--- src/ips_pkg.sv ---
package ips_pkg;

  // ----------------------------------------------------------------
  // register map (byte addresses; flag groups on consecutive bytes, status and mask on aligned words)
  // ----------------------------------------------------------------
  localparam logic [15:0] PENDING_FLAGS_LOW_OFS  = 16'hFE04;  // low group
  localparam logic [15:0] PENDING_FLAGS_MID_OFS  = 16'hFE05;  // mid group
  localparam logic [15:0] PENDING_FLAGS_HIGH_OFS = 16'hFE06;  // high group
  localparam logic [15:0] IRQ_STATUS_OFS         = 16'hFE08;  // sticky events
  localparam logic [15:0] IRQ_MASK_OFS           = 16'hFE0C;  // event mask

  // ----------------------------------------------------------------
  // reset values
  // ----------------------------------------------------------------
  localparam logic [7:0]  PENDING_RESET = 8'h00;  // all pending flags clear
  localparam logic [15:0] SRC_RESET     = 16'h0000;  // sampled sources clear
  localparam logic [31:0] RDATA_RESET   = 32'h0000_0000;

  // ----------------------------------------------------------------
  // field positions and widths
  // ----------------------------------------------------------------
  localparam int NUM_SRC      = 16;  // maskable request lines
  localparam int LOW_SHIFT    = 2;   // low group sits in bits 7..2
  localparam int LOW_WIDTH    = 6;
  localparam int MID_WIDTH    = 8;
  localparam int HIGH_WIDTH   = 2;   // high group sits in bits 1..0
  localparam int ADDR_WIDTH   = 16;

  // ----------------------------------------------------------------
  // source request lines, one bit per maskable source
  // ----------------------------------------------------------------
  typedef struct packed {
    logic periodic_timebase;      // high bit 1
    logic converter_complete;     // high bit 0
    logic keyboard;               // mid bit 7
    logic serial_transmit;        // mid bit 6
    logic serial_receive;         // mid bit 5
    logic serial_error;           // mid bit 4
    logic sync_transmit;          // mid bit 3
    logic sync_receive;           // mid bit 2
    logic timer_two_overflow;     // mid bit 1
    logic timer_two_ch1;          // mid bit 0
    logic timer_two_ch0;          // low bit 7
    logic timer_one_overflow;     // low bit 6
    logic timer_one_ch1;          // low bit 5
    logic timer_one_ch0;          // low bit 4
    logic clock_generator_lock;   // low bit 3
    logic external_request;       // low bit 2
  } ips_src_t;

  // ----------------------------------------------------------------
  // bus request bundle
  // ----------------------------------------------------------------
  typedef struct packed {
    logic [ADDR_WIDTH-1:0] address;
    logic                  read;
    logic                  write;
    logic [3:0]            byteenable;
    logic [31:0]           writedata;
  } ips_req_t;

endpackage : ips_pkg

--- src/ips_regs.sv ---
`timescale 1ns/1ps
module ips_regs (
  input  wire  logic              ref_clk,
  input  wire  logic              rst,
  // request lines from the maskable sources
  input  wire  ips_pkg::ips_src_t src_req,
  // avalon-mm slave
  input  wire  logic [15:0]       avs_address,
  input  wire  logic              avs_read,
  input  wire  logic              avs_write,
  input  wire  logic [3:0]        avs_byteenable,
  input  wire  logic [31:0]       avs_writedata,
  output logic       [31:0]       avs_readdata,
  output logic                    avs_waitrequest,
  // level interrupt, unmasked sticky events
  output logic                    irq
);
  import ips_pkg::*;

  // ----------------------------------------------------------------
  // declarations
  // ----------------------------------------------------------------
  logic [NUM_SRC-1:0]    src_sync;          // synchronised request lines
  logic [NUM_SRC-1:0]    src_prev_ff;       // previous sample, for edges
  logic [NUM_SRC-1:0]    nxt_src_prev;
  logic [LOW_WIDTH-1:0]  low_pending_flag_group_ff;
  logic [MID_WIDTH-1:0]  mid_pending_flag_group_ff;
  logic [HIGH_WIDTH-1:0] high_pending_flag_group_ff;
  logic [LOW_WIDTH-1:0]  nxt_low;
  logic [MID_WIDTH-1:0]  nxt_mid;
  logic [HIGH_WIDTH-1:0] nxt_high;
  logic [NUM_SRC-1:0]    irq_status_ff;     // sticky rising-edge events
  logic [NUM_SRC-1:0]    irq_mask_ff;       // one enables an event
  logic [NUM_SRC-1:0]    nxt_status;
  logic [NUM_SRC-1:0]    nxt_mask;
  logic                  irq_ff;
  logic                  nxt_irq;
  logic [31:0]           rdata_ff;
  logic [31:0]           nxt_rdata;
  logic                  ack_ff;            // answer phase marker
  logic                  nxt_ack;
  logic                  wait_ff;           // registered waitrequest
  logic                  nxt_wait;
  ips_req_t              req;
  logic [NUM_SRC-1:0]    rise;
  logic [NUM_SRC-1:0]    wr_bits;

  // bundle the bus request
  assign req = '{address: avs_address, read: avs_read, write: avs_write,
                 byteenable: avs_byteenable, writedata: avs_writedata};

  // ----------------------------------------------------------------
  // input synchroniser: sources may sit on other clocks
  // ----------------------------------------------------------------
  ips_sync u_sync (
    .ref_clk   (ref_clk),
    .rst       (rst),
    .async_src (src_req),
    .sync_src  (src_sync)
  );

  // ----------------------------------------------------------------
  // helpers
  // ----------------------------------------------------------------
  // byte-enabled lanes of a 16-bit field, used for status clears
  function automatic logic [15:0] lane_bits(input logic [3:0]  be,
                                            input logic [31:0] wd);
    lane_bits = {wd[15:8] & {8{be[1]}}, wd[7:0] & {8{be[0]}}};
  endfunction : lane_bits

  // address hit test, shared by read and write decode
  function automatic logic hit(input logic [15:0] a, input logic [15:0] ofs);
    hit = (a == ofs);
  endfunction : hit

  // ----------------------------------------------------------------
  // pending flag mirror
  // ----------------------------------------------------------------
  // flags follow the request level with two sync plus one register
  // stage; reset and the software interrupt have no line here at all
  always_comb begin
    nxt_low  = src_sync[LOW_WIDTH-1:0];
    nxt_mid  = src_sync[LOW_WIDTH+MID_WIDTH-1:LOW_WIDTH];
    nxt_high = src_sync[NUM_SRC-1:LOW_WIDTH+MID_WIDTH];
  end

  always_ff @(posedge ref_clk) begin
    if (rst) begin
      low_pending_flag_group_ff  <= PENDING_RESET[LOW_WIDTH-1:0];
      mid_pending_flag_group_ff  <= PENDING_RESET[MID_WIDTH-1:0];
      high_pending_flag_group_ff <= PENDING_RESET[HIGH_WIDTH-1:0];
    end else begin
      low_pending_flag_group_ff  <= nxt_low;
      mid_pending_flag_group_ff  <= nxt_mid;
      high_pending_flag_group_ff <= nxt_high;
    end
  end

  // ----------------------------------------------------------------
  // interrupt status and mask
  // ----------------------------------------------------------------
  // a request edge sets its status bit; write-one clears, but a set in
  // the same cycle wins so no event is lost
  always_comb begin
    rise         = src_sync & ~src_prev_ff;
    nxt_src_prev = src_sync;
    wr_bits      = lane_bits(req.byteenable, req.writedata);
    nxt_status   = irq_status_ff;
    nxt_mask     = irq_mask_ff;
    if (req.write && !ack_ff) begin
      if (hit(req.address, IRQ_STATUS_OFS)) begin
        nxt_status = irq_status_ff & ~wr_bits;   // write one to clear
      end
      if (hit(req.address, IRQ_MASK_OFS)) begin
        nxt_mask = {req.byteenable[1] ? req.writedata[15:8] : irq_mask_ff[15:8],
                    req.byteenable[0] ? req.writedata[7:0]  : irq_mask_ff[7:0]};
      end
    end
    nxt_status = nxt_status | rise;              // set beats clear
    nxt_irq    = |(nxt_status & nxt_mask);
  end

  always_ff @(posedge ref_clk) begin
    if (rst) begin
      src_prev_ff   <= SRC_RESET;
      irq_status_ff <= SRC_RESET;
      irq_mask_ff   <= SRC_RESET;
      irq_ff        <= 1'b0;
    end else begin
      src_prev_ff   <= nxt_src_prev;
      irq_status_ff <= nxt_status;
      irq_mask_ff   <= nxt_mask;
      irq_ff        <= nxt_irq;
    end
  end

  // ----------------------------------------------------------------
  // avalon-mm slave
  // ----------------------------------------------------------------
  // one wait state: the request is seen, data is registered, then
  // waitrequest drops for one cycle; writes to pending registers
  // are accepted and discarded
  always_comb begin
    nxt_ack   = 1'b0;
    nxt_rdata = rdata_ff;
    if ((req.read || req.write) && !ack_ff) begin
      nxt_ack = 1'b1;
    end
    nxt_wait  = ~nxt_ack;                        // low only in the answer cycle
    if (req.read && !ack_ff) begin
      nxt_rdata = RDATA_RESET;                   // unmapped reads as zero
      if (hit(req.address, PENDING_FLAGS_LOW_OFS)) begin
        nxt_rdata[7:0] = {low_pending_flag_group_ff,
                          {LOW_SHIFT{1'b0}}};
      end else if (hit(req.address, PENDING_FLAGS_MID_OFS)) begin
        nxt_rdata[7:0] = mid_pending_flag_group_ff;
      end else if (hit(req.address, PENDING_FLAGS_HIGH_OFS)) begin
        nxt_rdata[7:0] = {6'h00, high_pending_flag_group_ff};
      end else if (hit(req.address, IRQ_STATUS_OFS)) begin
        nxt_rdata[15:0] = irq_status_ff;
      end else if (hit(req.address, IRQ_MASK_OFS)) begin
        nxt_rdata[15:0] = irq_mask_ff;
      end
    end
  end

  always_ff @(posedge ref_clk) begin
    if (rst) begin
      ack_ff   <= 1'b0;
      wait_ff  <= 1'b1;
      rdata_ff <= RDATA_RESET;
    end else begin
      ack_ff   <= nxt_ack;
      wait_ff  <= nxt_wait;
      rdata_ff <= nxt_rdata;
    end
  end

  // ----------------------------------------------------------------
  // outputs
  // ----------------------------------------------------------------
  // waitrequest comes from its own flop; high whenever no answer
  // is being given, including idle and reset
  assign avs_waitrequest = wait_ff;
  assign avs_readdata    = rdata_ff;
  assign irq             = irq_ff;

endmodule : ips_regs

--- src/ips_sync.sv ---
`timescale 1ns/1ps
// two-stage synchroniser bank for the request lines
module ips_sync (
  input  wire logic                        ref_clk,
  input  wire logic                        rst,
  input  wire ips_pkg::ips_src_t           async_src,
  output logic      [ips_pkg::NUM_SRC-1:0] sync_src
);
  import ips_pkg::*;

  logic [NUM_SRC-1:0] meta_ff;      // first stage, read only by stage two
  logic [NUM_SRC-1:0] sync_ff;      // second stage
  logic [NUM_SRC-1:0] nxt_meta;
  logic [NUM_SRC-1:0] nxt_sync;

  // ----------------------------------------------------------------
  // next values
  // ----------------------------------------------------------------
  always_comb begin
    nxt_meta = async_src;
    nxt_sync = meta_ff;
  end

  // ----------------------------------------------------------------
  // registers
  // ----------------------------------------------------------------
  always_ff @(posedge ref_clk) begin
    if (rst) begin
      meta_ff <= SRC_RESET;
      sync_ff <= SRC_RESET;
    end else begin
      meta_ff <= nxt_meta;
      sync_ff <= nxt_sync;
    end
  end

  assign sync_src = sync_ff;

endmodule : ips_sync

--- config.mk ---
export PLATFORM = sky130hd
export DESIGN_NAME = ips_regs
export DESIGN_NICKNAME = d
export VERILOG_FILES = /design/src/ips_pkg.sv /design/src/ips_regs.sv /design/src/ips_sync.sv
export SDC_FILE = /design/constraint.sdc
export NUM_CORES = 1
export LEC_CHECK = 0
export CAP_MARGIN = 25
export CORE_AREA = 2 2 108 110
export CTS_CLUSTER_DIAMETER = 200
export CTS_CLUSTER_SIZE = 10
export DETAILED_ROUTE_END_ITERATION = 10
export DIE_AREA = 0 0 110 112
export DONT_BUFFER_PORTS = 1
export GPL_ROUTABILITY_DRIVEN = 0
export SLEW_MARGIN = 25
export SYNTH_ARGS = -nofsm -noshare
export SYNTH_HDL_FRONTEND = slang
export SYNTH_SLANG_ARGS = --single-unit
--- constraint.sdc ---
create_clock -name ref_clk -period 4.1 [get_ports ref_clk]
set_clock_uncertainty 0.2 [all_clocks]
set_input_delay 0.205 -clock ref_clk [delete_from_list [all_inputs] [get_ports ref_clk]]
set_output_delay 0.205 -clock ref_clk [all_outputs]
set_load 0.05 [all_outputs]
# --- Yosys cells after proc, flatten, opt, wreduce, memory -nomap -nowiden ---
# Cells that the tools add are included.
word_totals:
  out_inout_bits: 34
  word_cells: 47
  input_bits: 72
  mem_bits_rw: 0
  romBits: 0
  latch_bits: 0
  register_bits: 115
  mem_count: 0
op_classes:
  n_mul: 0
  mux: 15
  n_lt_le_gt_ge: 0
  bitwise: 9
  n_eq_ne: 5
  add_sub_neg: 0
  n_shift: 0
  div_mod_pow: 0
  n_reduce_logical: 6
op_table:
  columns: ["operator", "count"]
  rows:
  - ["two-way mux 16 bit", 6]
  - ["equality test 16 bit (second input constant)", 5]
  - ["two-way mux 8 bit", 8]
  - ["AND 16 bit", 3]
  - ["inverter 16 bit", 2]
  - ["AND 8 bit", 2]
  - ["bitwise OR 16 bit", 1]
  - ["OR reduction 16 bit", 1]
  - ["logical AND 1 bit", 3]
  - ["zero test 1 bit", 1]
  - ["logical OR 1 bit", 1]
  - ["two-way mux 1 bit", 1]
  - ["inverter 1 bit", 1]

# --- Logic depth before layout (Yosys ltp) ---
# Gate-level depths: netlist of the first run.
logic_depth:
  ltp_word: 8
  depth_mapped: 9
  depth_no_buf: 7

# --- Cells and area by module ---
# Synthesis of the first run repeated with hierarchy kept, for this count alone.
hier_totals:
  cells_unflattened: 397
  area_unflattened_um2: 3829.9
modules_own_cells:
  columns: ["mod", "area_per_inst_um2", "n_inst", "cells_per_inst"]
  rows:
  - ["ips_regs", 2966.6, 1, 330]
  - ["ips_sync", 863.3, 1, 67]

# --- Worst setup path before layout of the first run ---
# Ideal clock, no wire load.
synth_path:
  path_kind: "in2reg"
  start: "input port avs_address[1]"
  end: "register irq_ff (netlist: irq)"
  required_ps: 3767
  path_buffers: 2
  setup_ps: 133
  path_slack_ps: 1854
  path_stages: 8
  arrival_time_ps: 1913
  cell_sequence: "or4b_1 > or3_1 > buf_6 > buf_8 > o21ai_1 > o22ai_1 > nor4_1 > a21oi_1"
synth_via:
  elab_chain_cells: 6
synth_lines:
  columns: ["element", "line_no", "text"]
  rows:
  - ["from (decl)", "ips_regs.sv:8", "input wire logic [15:0] avs_address,"]
  - ["equality test 16 bit", "ips_regs.sv:73", "hit = (a == ofs);"]
  - ["two-way mux 16 bit", "ips_regs.sv:111", "if (hit(req.address, IRQ_STATUS_OFS)) begin"]
  - ["two-way mux 16 bit", "ips_regs.sv:110", "if (req.write && !ack_ff) begin"]
  - ["bitwise OR 16 bit", "ips_regs.sv:119", "nxt_status = nxt_status | rise;"]
  - ["AND 16 bit *", "ips_regs.sv:120", "nxt_irq = |(nxt_status & nxt_mask);"]
  - ["OR reduction 16 bit *", "ips_regs.sv:120", null]
  - ["to (signal assigned)", "ips_regs.sv:133", "irq_ff <= nxt_irq;"]
  - ["to (decl)", "ips_regs.sv:36", "logic irq_ff;"]
# Mark *: on every way between the ends. The rest lies on a longest branch, timed or not.
# A chain may end at the register's enable or synchronous reset.

# --- Worst setup path after layout of the first run ---
layout_path:
  start: "input port avs_address[5]"
  end: "register irq_ff (netlist: irq)"
# The elaborated chain is that of the path after synthesis.

==> results of run 1 <==
==> layout by cell type, fill, tap and decap left out, types with 2 or more instances in the layout <==
cell           instances
o21ai_0               11
o22ai_1                8
nor4_1                 2
o21ai_1                6
inv_6                  2
clkbuf_16              9
a21oi_1               17
nor2b_1               49
and4b_1                2
nand2_1               18
or4b_1                 2
and3b_1                2
inv_8                  2
nand3b_1               2
clkinv_2               2
a221oi_1               6
dlygate4sd3_1         35
nand3_1               16
mux2i_1               16
nor3_1                 8
nor2_1                55
nand2b_1              33
a22oi_1                9
conb_1                16
dfxtp_1               99
buf_4                  2
==> state kept, by name (all words and copies together) (netlist names) <==
register and count:
avs_readdata 16, irq_mask_ff 16, irq_status_ff 16, u_sync.meta_ff 16, u_sync.sync_src 16, mid_pending_flag_group_ff 7, low_pending_flag_group_ff 5, high_pending_flag_group_ff 2
src_prev_ff 2, ack_ff 1, avs_waitrequest 1, irq 1
==> through the flow <==
stage	instance area (um^2)	hold WS [ns]	instances	utilization, %	worst slack [ns]
floorplan	3880	0.133	427	-	1.85
global placement	3850	0.0847	535	34.5	1.07
detailed placement	3850	0.0849	535	34.5	1.05
CTS	4510	0.0613	587	40.4	1.39
global route	4510	0.0804	587	40.4	1.21
finish	4510	0.0636	587	40.4	1.42
==> layout make-up <==
type	count	area (um^2)	share of cell area [%]
Tap cell	143	179	3.97
Multi-Input combinational cell	290	1670	37.0
Clock inverter	7	57.6	1.28
Sequential cell	99	1980	43.9
Timing Repair Buffer	38	393	8.71
Clock buffer	9	225	4.99
Inverter	1	3.75	0.0832
==> routing by layer <==
layer	vias up	share of wire (%)
li1	1422	-
met2	78	48
met3	12	5.8
met1	1285	45
met5	-	0
met4	0	1.3
==> worst max-delay path: cells and delay by family <==
| family | cells | cell delay (ns) |
|---|---|---|
| mux | 1 | 0.32 |
| compound gates | 2 | 0.26 |
| simple gates | 4 | 1.91 |
==> power by group through the flow <==
stage / combinational (mW) / sequential (mW) / clock (mW)
finish: 0.157 / 1.02 / 0.799
global route: 0.173 / 1.03 / 0.864
CTS: 0.157 / 1.02 / 0.816
detailed placement: 0.110 / 1.05 / 0
global placement: 0.109 / 1.05 / 0
floorplan: 0.118 / 1.04 / 0
==> cell families (layout without fill, tap and decap cells) <==
logic type | after synthesis | in the layout | synth area share (%)
other cells | 1 | 16 | 0.0981
flops | 99 | 99 | 51.9
simple gates | 197 | 197 | 28.0
compound gates | 61 | 61 | 9.92
mux | 16 | 16 | 4.19
buf+inv | 38 | 55 | 5.89
==> worst max path at each step <==
stage / end / slack [ns] / depth (start not counted)
2_1_floorplan: irq$_SDFF_PP0_ / 1.85 / 8
3_3_place_gp: irq$_SDFF_PP0_ / 1.07 / 7
3_5_place_dp: irq$_SDFF_PP0_ / 1.05 / 7
4_1_cts: irq$_SDFF_PP0_ / 1.39 / 7
5_1_grt: irq$_SDFF_PP0_ / 1.21 / 7
6_report: irq$_SDFF_PP0_ / 1.42 / 7
==> what timing repair did <==
action	in CTS	in global routing
hold buffers	36	0
gates resized for setup	0	0
hold endpoints to repair	99	0
==> summary.txt, run 1 <==
Layout
  – Layout fillers: 1116
  – Antenna Cells: 0
  – Share of cells above drive strength 1: 5.63%
  – Nets: 511
  – Area grow syn2layout: 18.0%

Yosys
  – Synth Register Bits: 99
  – Register area share after synthesis: 51.9%
  – Mapped Area: 3820 um^2
  – Synth warn: 0
  – Share of the synthesized area in the top cell type: 51.9%
  – Synth cell types: 39
  – Async SR Flop Fraction: 0%
  – Leading area contributor after synthesis: dfxtp_1
  – Post-Syn Area per Cell: 9.27 um^2
  – Ys flop type: dfxtp_1
  – EDFF count, synth: 0
  – Gate Count Post-Synth: 412
  – Area contributors post-synth: dfxtp_1, nor2b_1, nand2b_1, nor2_1, mux2i_1
  – Leading cell type by number of instances after synthesis: dfxtp_1
  – Synth top cells by count: dfxtp_1, nor2_1, nor2b_1, nand2b_1, nand2_1

GRT
  – Largest net degree at the start of global routing: 99
  – Antenna violations before repair: 0
  – Grt met2 use: 24.7%
  – GR Layer Usage met3: 4.16%
  – Vias in the first global route: 2769
  – Global-route wire length before repair: 14200 um
  – Met1 Use GR: 19.1%
  – GR peak layer: met2
  – Gr ovfl total: 0
  – Total Routing Usage GR: 14.9%

Power
  – Clk pwr share: 40.3%
  – Pint: 1.48 mW
  – Design Power: 1.98 mW
  – Register share of total power: 51.7%
  – Combinational Power Share: 7.9%
  – Pwr Density: 439 nW/um^2
  – Sw power: 0.503 mW
  – LEAKAGE: 1.81 nW
  – Max VDD drop: 0.000228 V
  – Switching share of total power: 25.4%

Routing
  – DRT iter0 DRCs: 154
  – Vias per inst: 4.76
  – Wire length per cell: 14.8 um
  – DRT antenna net count: 0
  – Drc violations: 0
  – DR pass1 iterations: 5
  – Total number of vias: 2797
  – Routed WL: 8710 um

Clock tree
  – Clk slew on worst S/H paths: 0.07 ns
  – CTS H-tree lvls: 3
  – CTS tree: built
  – CTS Root Cell: clkbuf_16
  – CTS buffer count: 9
  – CTS Sinks: 99
  – Insertion delay to the later sink of the worst-skew pair: 0.34 ns
  – Deepest clock path buffer count: 2
  – Post-CTS setup buffer count: 0

Placement
  – HPWL Detailed: 5850 um
  – Port bufs: 0

STA
  – Final setup viols: 0
  – Final hold viol count: 0
  – RSZ-0062 raised after global routing: no
  – Worst slew margin: 47.7%
  – Max Slew Vio Count: 0
  – F_max: 0.373 GHz
  – Post-layout min period: 2.68 ns
  – Setup TNS: 0 ns
  – Worst-Margin Slew: 0.785 ns
  – Period utilization: 65.4%

Die
  – Die width: 110 um
  – Row count: 39
  – IO Pins: 106
  – DIE AREA: 12300 um^2
  – Starting density of the core: 34.2%
  – Die H: 112 um
  – Placeable Area: 11200 um^2

Critical path
  – Worst stage delay on the critical path: 0.76 ns
  – Reg2Reg Depth: 6
  – Req. time, crit path: 4.10 ns
  – Worst-path fanout max: 18
  – R2r setup slk: 1.60 ns
  – R2r endpoint: irq$_SDFF_PP0_
  – Kind of start point of the critical path: input port
  – Worst Path Arrival: 2.68 ns
  – Critical Path End Type: register
  – CP Launch Point: avs_address[5]
  – Slowest stage cell, crit path: and4_1
  – CP Cell Sequence: nor4b_2 > and4_1 > nand2_1 > mux2i_1 > o22ai_1 > nor4_1 > a21oi_1
  – RR Startpoint: ack_ff$_SDFF_PP0_
  – Crit Path Category: in2reg

Hold path
  – Worst min-delay path endpoint: u_sync.meta_ff[2]$_SDFF_PP0_
  – Hold Path Depth: 2
  – Hold Path Origin: rst
  – Hold Path Class: in2reg

Flow run
  – Max-cap violations: 0

Run status
  – Outcome: finished, final reports clean
No activity file was read; power rests on OpenSTA's default activity.
==> run 2: changes to the inputs <==
--- a/config.mk
+++ b/config.mk
@@ -5,12 +5,13 @@
 export SDC_FILE = /design/constraint.sdc
 export NUM_CORES = 1
 export LEC_CHECK = 0
+export ABC_AREA = 1
 export CAP_MARGIN = 25
-export CORE_AREA = 2 2 108 110
+export CORE_AREA = 2 2 114 116
 export CTS_CLUSTER_DIAMETER = 200
 export CTS_CLUSTER_SIZE = 10
 export DETAILED_ROUTE_END_ITERATION = 10
-export DIE_AREA = 0 0 110 112
+export DIE_AREA = 0 0 116 118
 export DONT_BUFFER_PORTS = 1
 export GPL_ROUTABILITY_DRIVEN = 0
 export SLEW_MARGIN = 25
==> constraint.sdc (replaced) <==
create_clock -name ref_clk -period 2.65 [get_ports ref_clk]
set_clock_uncertainty 0.2 [all_clocks]
set_input_delay 0.1325 -clock ref_clk [delete_from_list [all_inputs] [get_ports ref_clk]]
set_output_delay 0.1325 -clock ref_clk [all_outputs]
set_load 0.05 [all_outputs]
==> summary.txt, run 2 <==
Critical path
  – Kind of start point of the critical path: register (was input port)
  – Worst-path fanout max: 8 (was 18)
  – Reg2Reg Depth: 12 (was 6)
  – Req. time, crit path: 2.67 ns (was 4.10 ns)
  – CP Launch Point: ack_ff$_SDFF_PP0_ (was avs_address[5])
  – Crit Path Category: reg2reg (was in2reg)
  – Critical Path End Type: register (unchanged)
  – RR Startpoint: ack_ff$_SDFF_PP0_ (unchanged)
  – Worst Path Arrival: 2.21 ns (was 2.68 ns)
  – R2r endpoint: irq$_SDFF_PP0_ (unchanged)
  – Crit path capture: irq$_SDFF_PP0_ (unchanged)
  – R2r setup slk: 0.46 ns (was 1.60 ns)

Yosys
  – Gate Count Post-Synth: 588 (was 412)
  – Ys flop type: dfxtp_1 (unchanged)
  – EDFF count, synth: 0 (unchanged)
  – Post-Syn Area per Cell: 7.21 um^2 (was 9.27 um^2)
  – Synth top cells by count: nand2_1, dfxtp_1, inv_1, nor2_1, a21oi_1 (was dfxtp_1, nor2_1, nor2b_1, nand2b_1, nand2_1)
  – Share of the synthesized area in the top cell type: 46.8% (was 51.9%)
  – Synth warn: 0 (unchanged)
  – Synth cell types: 30 (was 39)
  – Leading cell type by number of instances after synthesis: nand2_1 (was dfxtp_1)
  – Async SR Flop Fraction: 0% (unchanged)
  – Mapped Area: 4240 um^2 (was 3820 um^2)
  – Leading area contributor after synthesis: dfxtp_1 (unchanged)
  – Area contributors post-synth: dfxtp_1, nand2_1, inv_1, nor2_1, a21oi_1 (was dfxtp_1, nor2b_1, nand2b_1, nor2_1, mux2i_1)
  – Synth Register Bits: 99 (unchanged)
  – Register area share after synthesis: 46.8% (was 51.9%)

Power
  – Pint: 2.47 mW (was 1.48 mW)
  – Sw power: 0.735 mW (was 0.503 mW)
  – LEAKAGE: 2.31 nW (was 1.81 nW)
  – Combinational Power Share: 7.5% (was 7.9%)
  – Switching share of total power: 23.0% (was 25.4%)
  – Max VDD drop: 0.000364 V (was 0.000228 V)
  – Pwr Density: 639 nW/um^2 (was 439 nW/um^2)
  – Clk pwr share: 43.9% (was 40.3%)
  – Register share of total power: 48.5% (was 51.7%)

Clock tree
  – CTS Root Cell: clkbuf_16 (unchanged)
  – Deepest clock path buffer count: 2 (unchanged)
  – Clk slew on worst S/H paths: 0.07 ns (about the same)
  – CTS tree: built (unchanged)
  – CTS Sinks: 99 (unchanged)
  – CTS buffer count: 9 (unchanged)
  – CTS H-tree lvls: 3 (unchanged)
  – Insertion delay to the later sink of the worst-skew pair: 0.34 ns (about the same)

GRT
  – Antenna violations before repair: 0 (unchanged)
  – Largest net degree at the start of global routing: 99 (unchanged)
  – Gr ovfl total: 0 (unchanged)
  – Vias in the first global route: 3285 (was 2769)
  – Total Routing Usage GR: 15.0% (was 14.9%)
  – Global-route wire length before repair: 15900 um (was 14200 um)

Flow run
  – Max-cap violations: 0 (unchanged)

Placement
  – HPWL Detailed: 6930 um (was 5850 um)
  – Port bufs: 0 (unchanged)
  – Place WS: 0.433 ns (was 1.05 ns)

Layout
  – Share of cells above drive strength 1: 8.17% (was 5.63%)
  – Leading cell types in the layout, fill and taps excluded: nand2_1, dfxtp_1, inv_1, nor2_1, a21oi_1 (was dfxtp_1, nor2_1, nor2b_1, dlygate4sd3_1, nand2b_1)
  – Most common cell after layout, fill and taps aside: nand2_1 (was dfxtp_1)
  – Area grow syn2layout: 18.2% (was 18.0%)
  – Antenna Cells: 0 (unchanged)
  – Nets: 691 (was 511)
  – Final Core Density: 40.4% (about the same)

Die
  – DIE AREA: 13700 um^2 (was 12300 um^2)
  – Die width: 116 um (was 110 um)
  – Placeable Area: 12400 um^2 (was 11200 um^2)
  – Starting density of the core: 34.1% (was 34.2%)
  – Die H: 118 um (was 112 um)
  – Row count: 41 (was 39)
  – IO Pins: 106 (unchanged)

STA
  – Worst slew margin: 56.9% (was 47.7%)
  – F_max: 0.456 GHz
  – Period utilization: 82.7%
  – Setup TNS: 0 ns (unchanged)
  – Post-layout min period: 2.19 ns
  – Final hold viol count: 0 (unchanged)
  – Max Slew Vio Count: 0 (unchanged)
  – Final setup viols: 0 (unchanged)
  – RSZ-0062 raised after global routing: no (unchanged)
  – Worst setup margin: 0.459 ns (was 1.42 ns)
  – Worst-Margin Slew: 0.647 ns (was 0.785 ns)
  – WHS: 0.0145 ns (was 0.0636 ns)

Routing
  – Wire length per cell: 12.0 um (was 14.8 um)
  – DR pass1 iterations: 5 (unchanged)
  – DRT iter0 DRCs: 172 (was 154)
  – DRT antenna net count: 0 (unchanged)
  – Routed WL: 9570 um (was 8710 um)
  – Vias per inst: 4.40 (was 4.76)
  – Total number of vias: 3502 (was 2797)
  – Drc violations: 0 (unchanged)

Run status
  – Outcome: finished, final reports clean (unchanged)

Hold path
  – Hold Path Class: in2reg (unchanged)
-- run 2: cell count changes in the layout (fill, tap and decap cells not counted), moves of 7 or more --
| cell | change |
|---|---|
| nor2b_1 | -49 |
| mux2i_1 | -16 |
| inv_1 | +85 |
| nor3_1 | -8 |
| nand2b_1 | -33 |
| nand2_1 | +149 |
| nor2_1 | +20 |
| a22oi_1 | -9 |
| a21oi_1 | +29 |
| o21ai_0 | -8 |
| o22ai_1 | -8 |
| a22o_1 | +7 |
-- run 2: metrics by stage --
| step | std cells | instance area, um^2 | total power [mW] |
|---|---|---|---|
| 2_1_floorplan | 603 | 4300 | 1.77 |
| 3_3_place_gp | 742 | 4290 | 1.76 |
| 3_5_place_dp | 742 | 4290 | 1.76 |
| 4_1_cts | 796 | 5010 | 3.23 |
| 5_1_grt | 796 | 5010 | 3.34 |
| 6_report | 796 | 5010 | 3.20 |
-- run 2: worst min-delay path by stage --
stage                            startpoint                      endpoint  slack [ns]  depth (start not counted)
after floorplan                  src_req[0]  u_sync.meta_ff[0]$_SDFF_PP0_        0.04                          2
after global placement                  rst     irq_mask_ff[0]$_SDFF_PP0_        0.01                          1
after detailed placement                rst  u_sync.meta_ff[7]$_SDFF_PP0_        0.01                          1
after CTS                 avs_byteenable[1]    irq_mask_ff[13]$_SDFF_PP0_      0.0009                          4
after global routing      avs_byteenable[1]    irq_mask_ff[14]$_SDFF_PP0_        0.04                          4
final                     avs_byteenable[1]    irq_mask_ff[13]$_SDFF_PP0_        0.01                          4
-- run 2: cells by family (layout without fill, tap and decap cells) --
| group | count (synthesis) | count (layout) | synth area share (%) |
|---|---|---|---|
| simple gates | 286 | 286 | 29.2 |
| buf+inv | 127 | 148 | 13.8 |
| flops | 99 | 99 | 46.8 |
| compound gates | 75 | 75 | 10.2 |
| other cells | 1 | 16 | 0.0885 |
-- run 2: worst max-delay path: stages, from the launching register on --
cell and delay [ns]:
dfxtp_1 0.32, nor2_1 0.19, nand2_1 0.24, inv_2 0.13, nand4_2 0.25, nand2_1 0.15
nand2_1 0.06, nand2_1 0.09, nand2_1 0.06, nor2_1 0.12, nand2_1 0.07, nor2_1 0.13
nor2_1 0.06
-- run 2: power by group through the flow --
stage | Combinational [mW] | Clock, mW | Sequential [mW]
6_report | 0.241 | 1.41 | 1.55
5_1_grt | 0.271 | 1.51 | 1.56
4_1_cts | 0.243 | 1.44 | 1.55
3_3_place_gp | 0.169 | 0 | 1.59
3_5_place_dp | 0.172 | 0 | 1.59
2_1_floorplan | 0.186 | 0 | 1.58
-- run 2: timing repair --
action,4_1_cts,5_1_grt
hold buffers,38,0
resized for setup,0,0
setup buffers,0,0
hold endpoints to repair,99,0
-- run 2: final cells by class --
class	count	area, um^2
inverters	92	345
multi-input cells	377	1730
clock buffers	10	239
fillers	1316	7400
clock inverters	6	87.6
well taps	172	215
flip-flops and latches	99	1980
repair buffers	40	413
-- run 2: metal layers --
metal  track usage (%)  vias to the layer above  share of wire, %
met5                 0                        -                 0
met4              5.80                        0               2.1
met3              4.12                       17               7.6
met2              23.9                      115                46
met1              19.1                     1544                45
li1                  -                     1826                 -
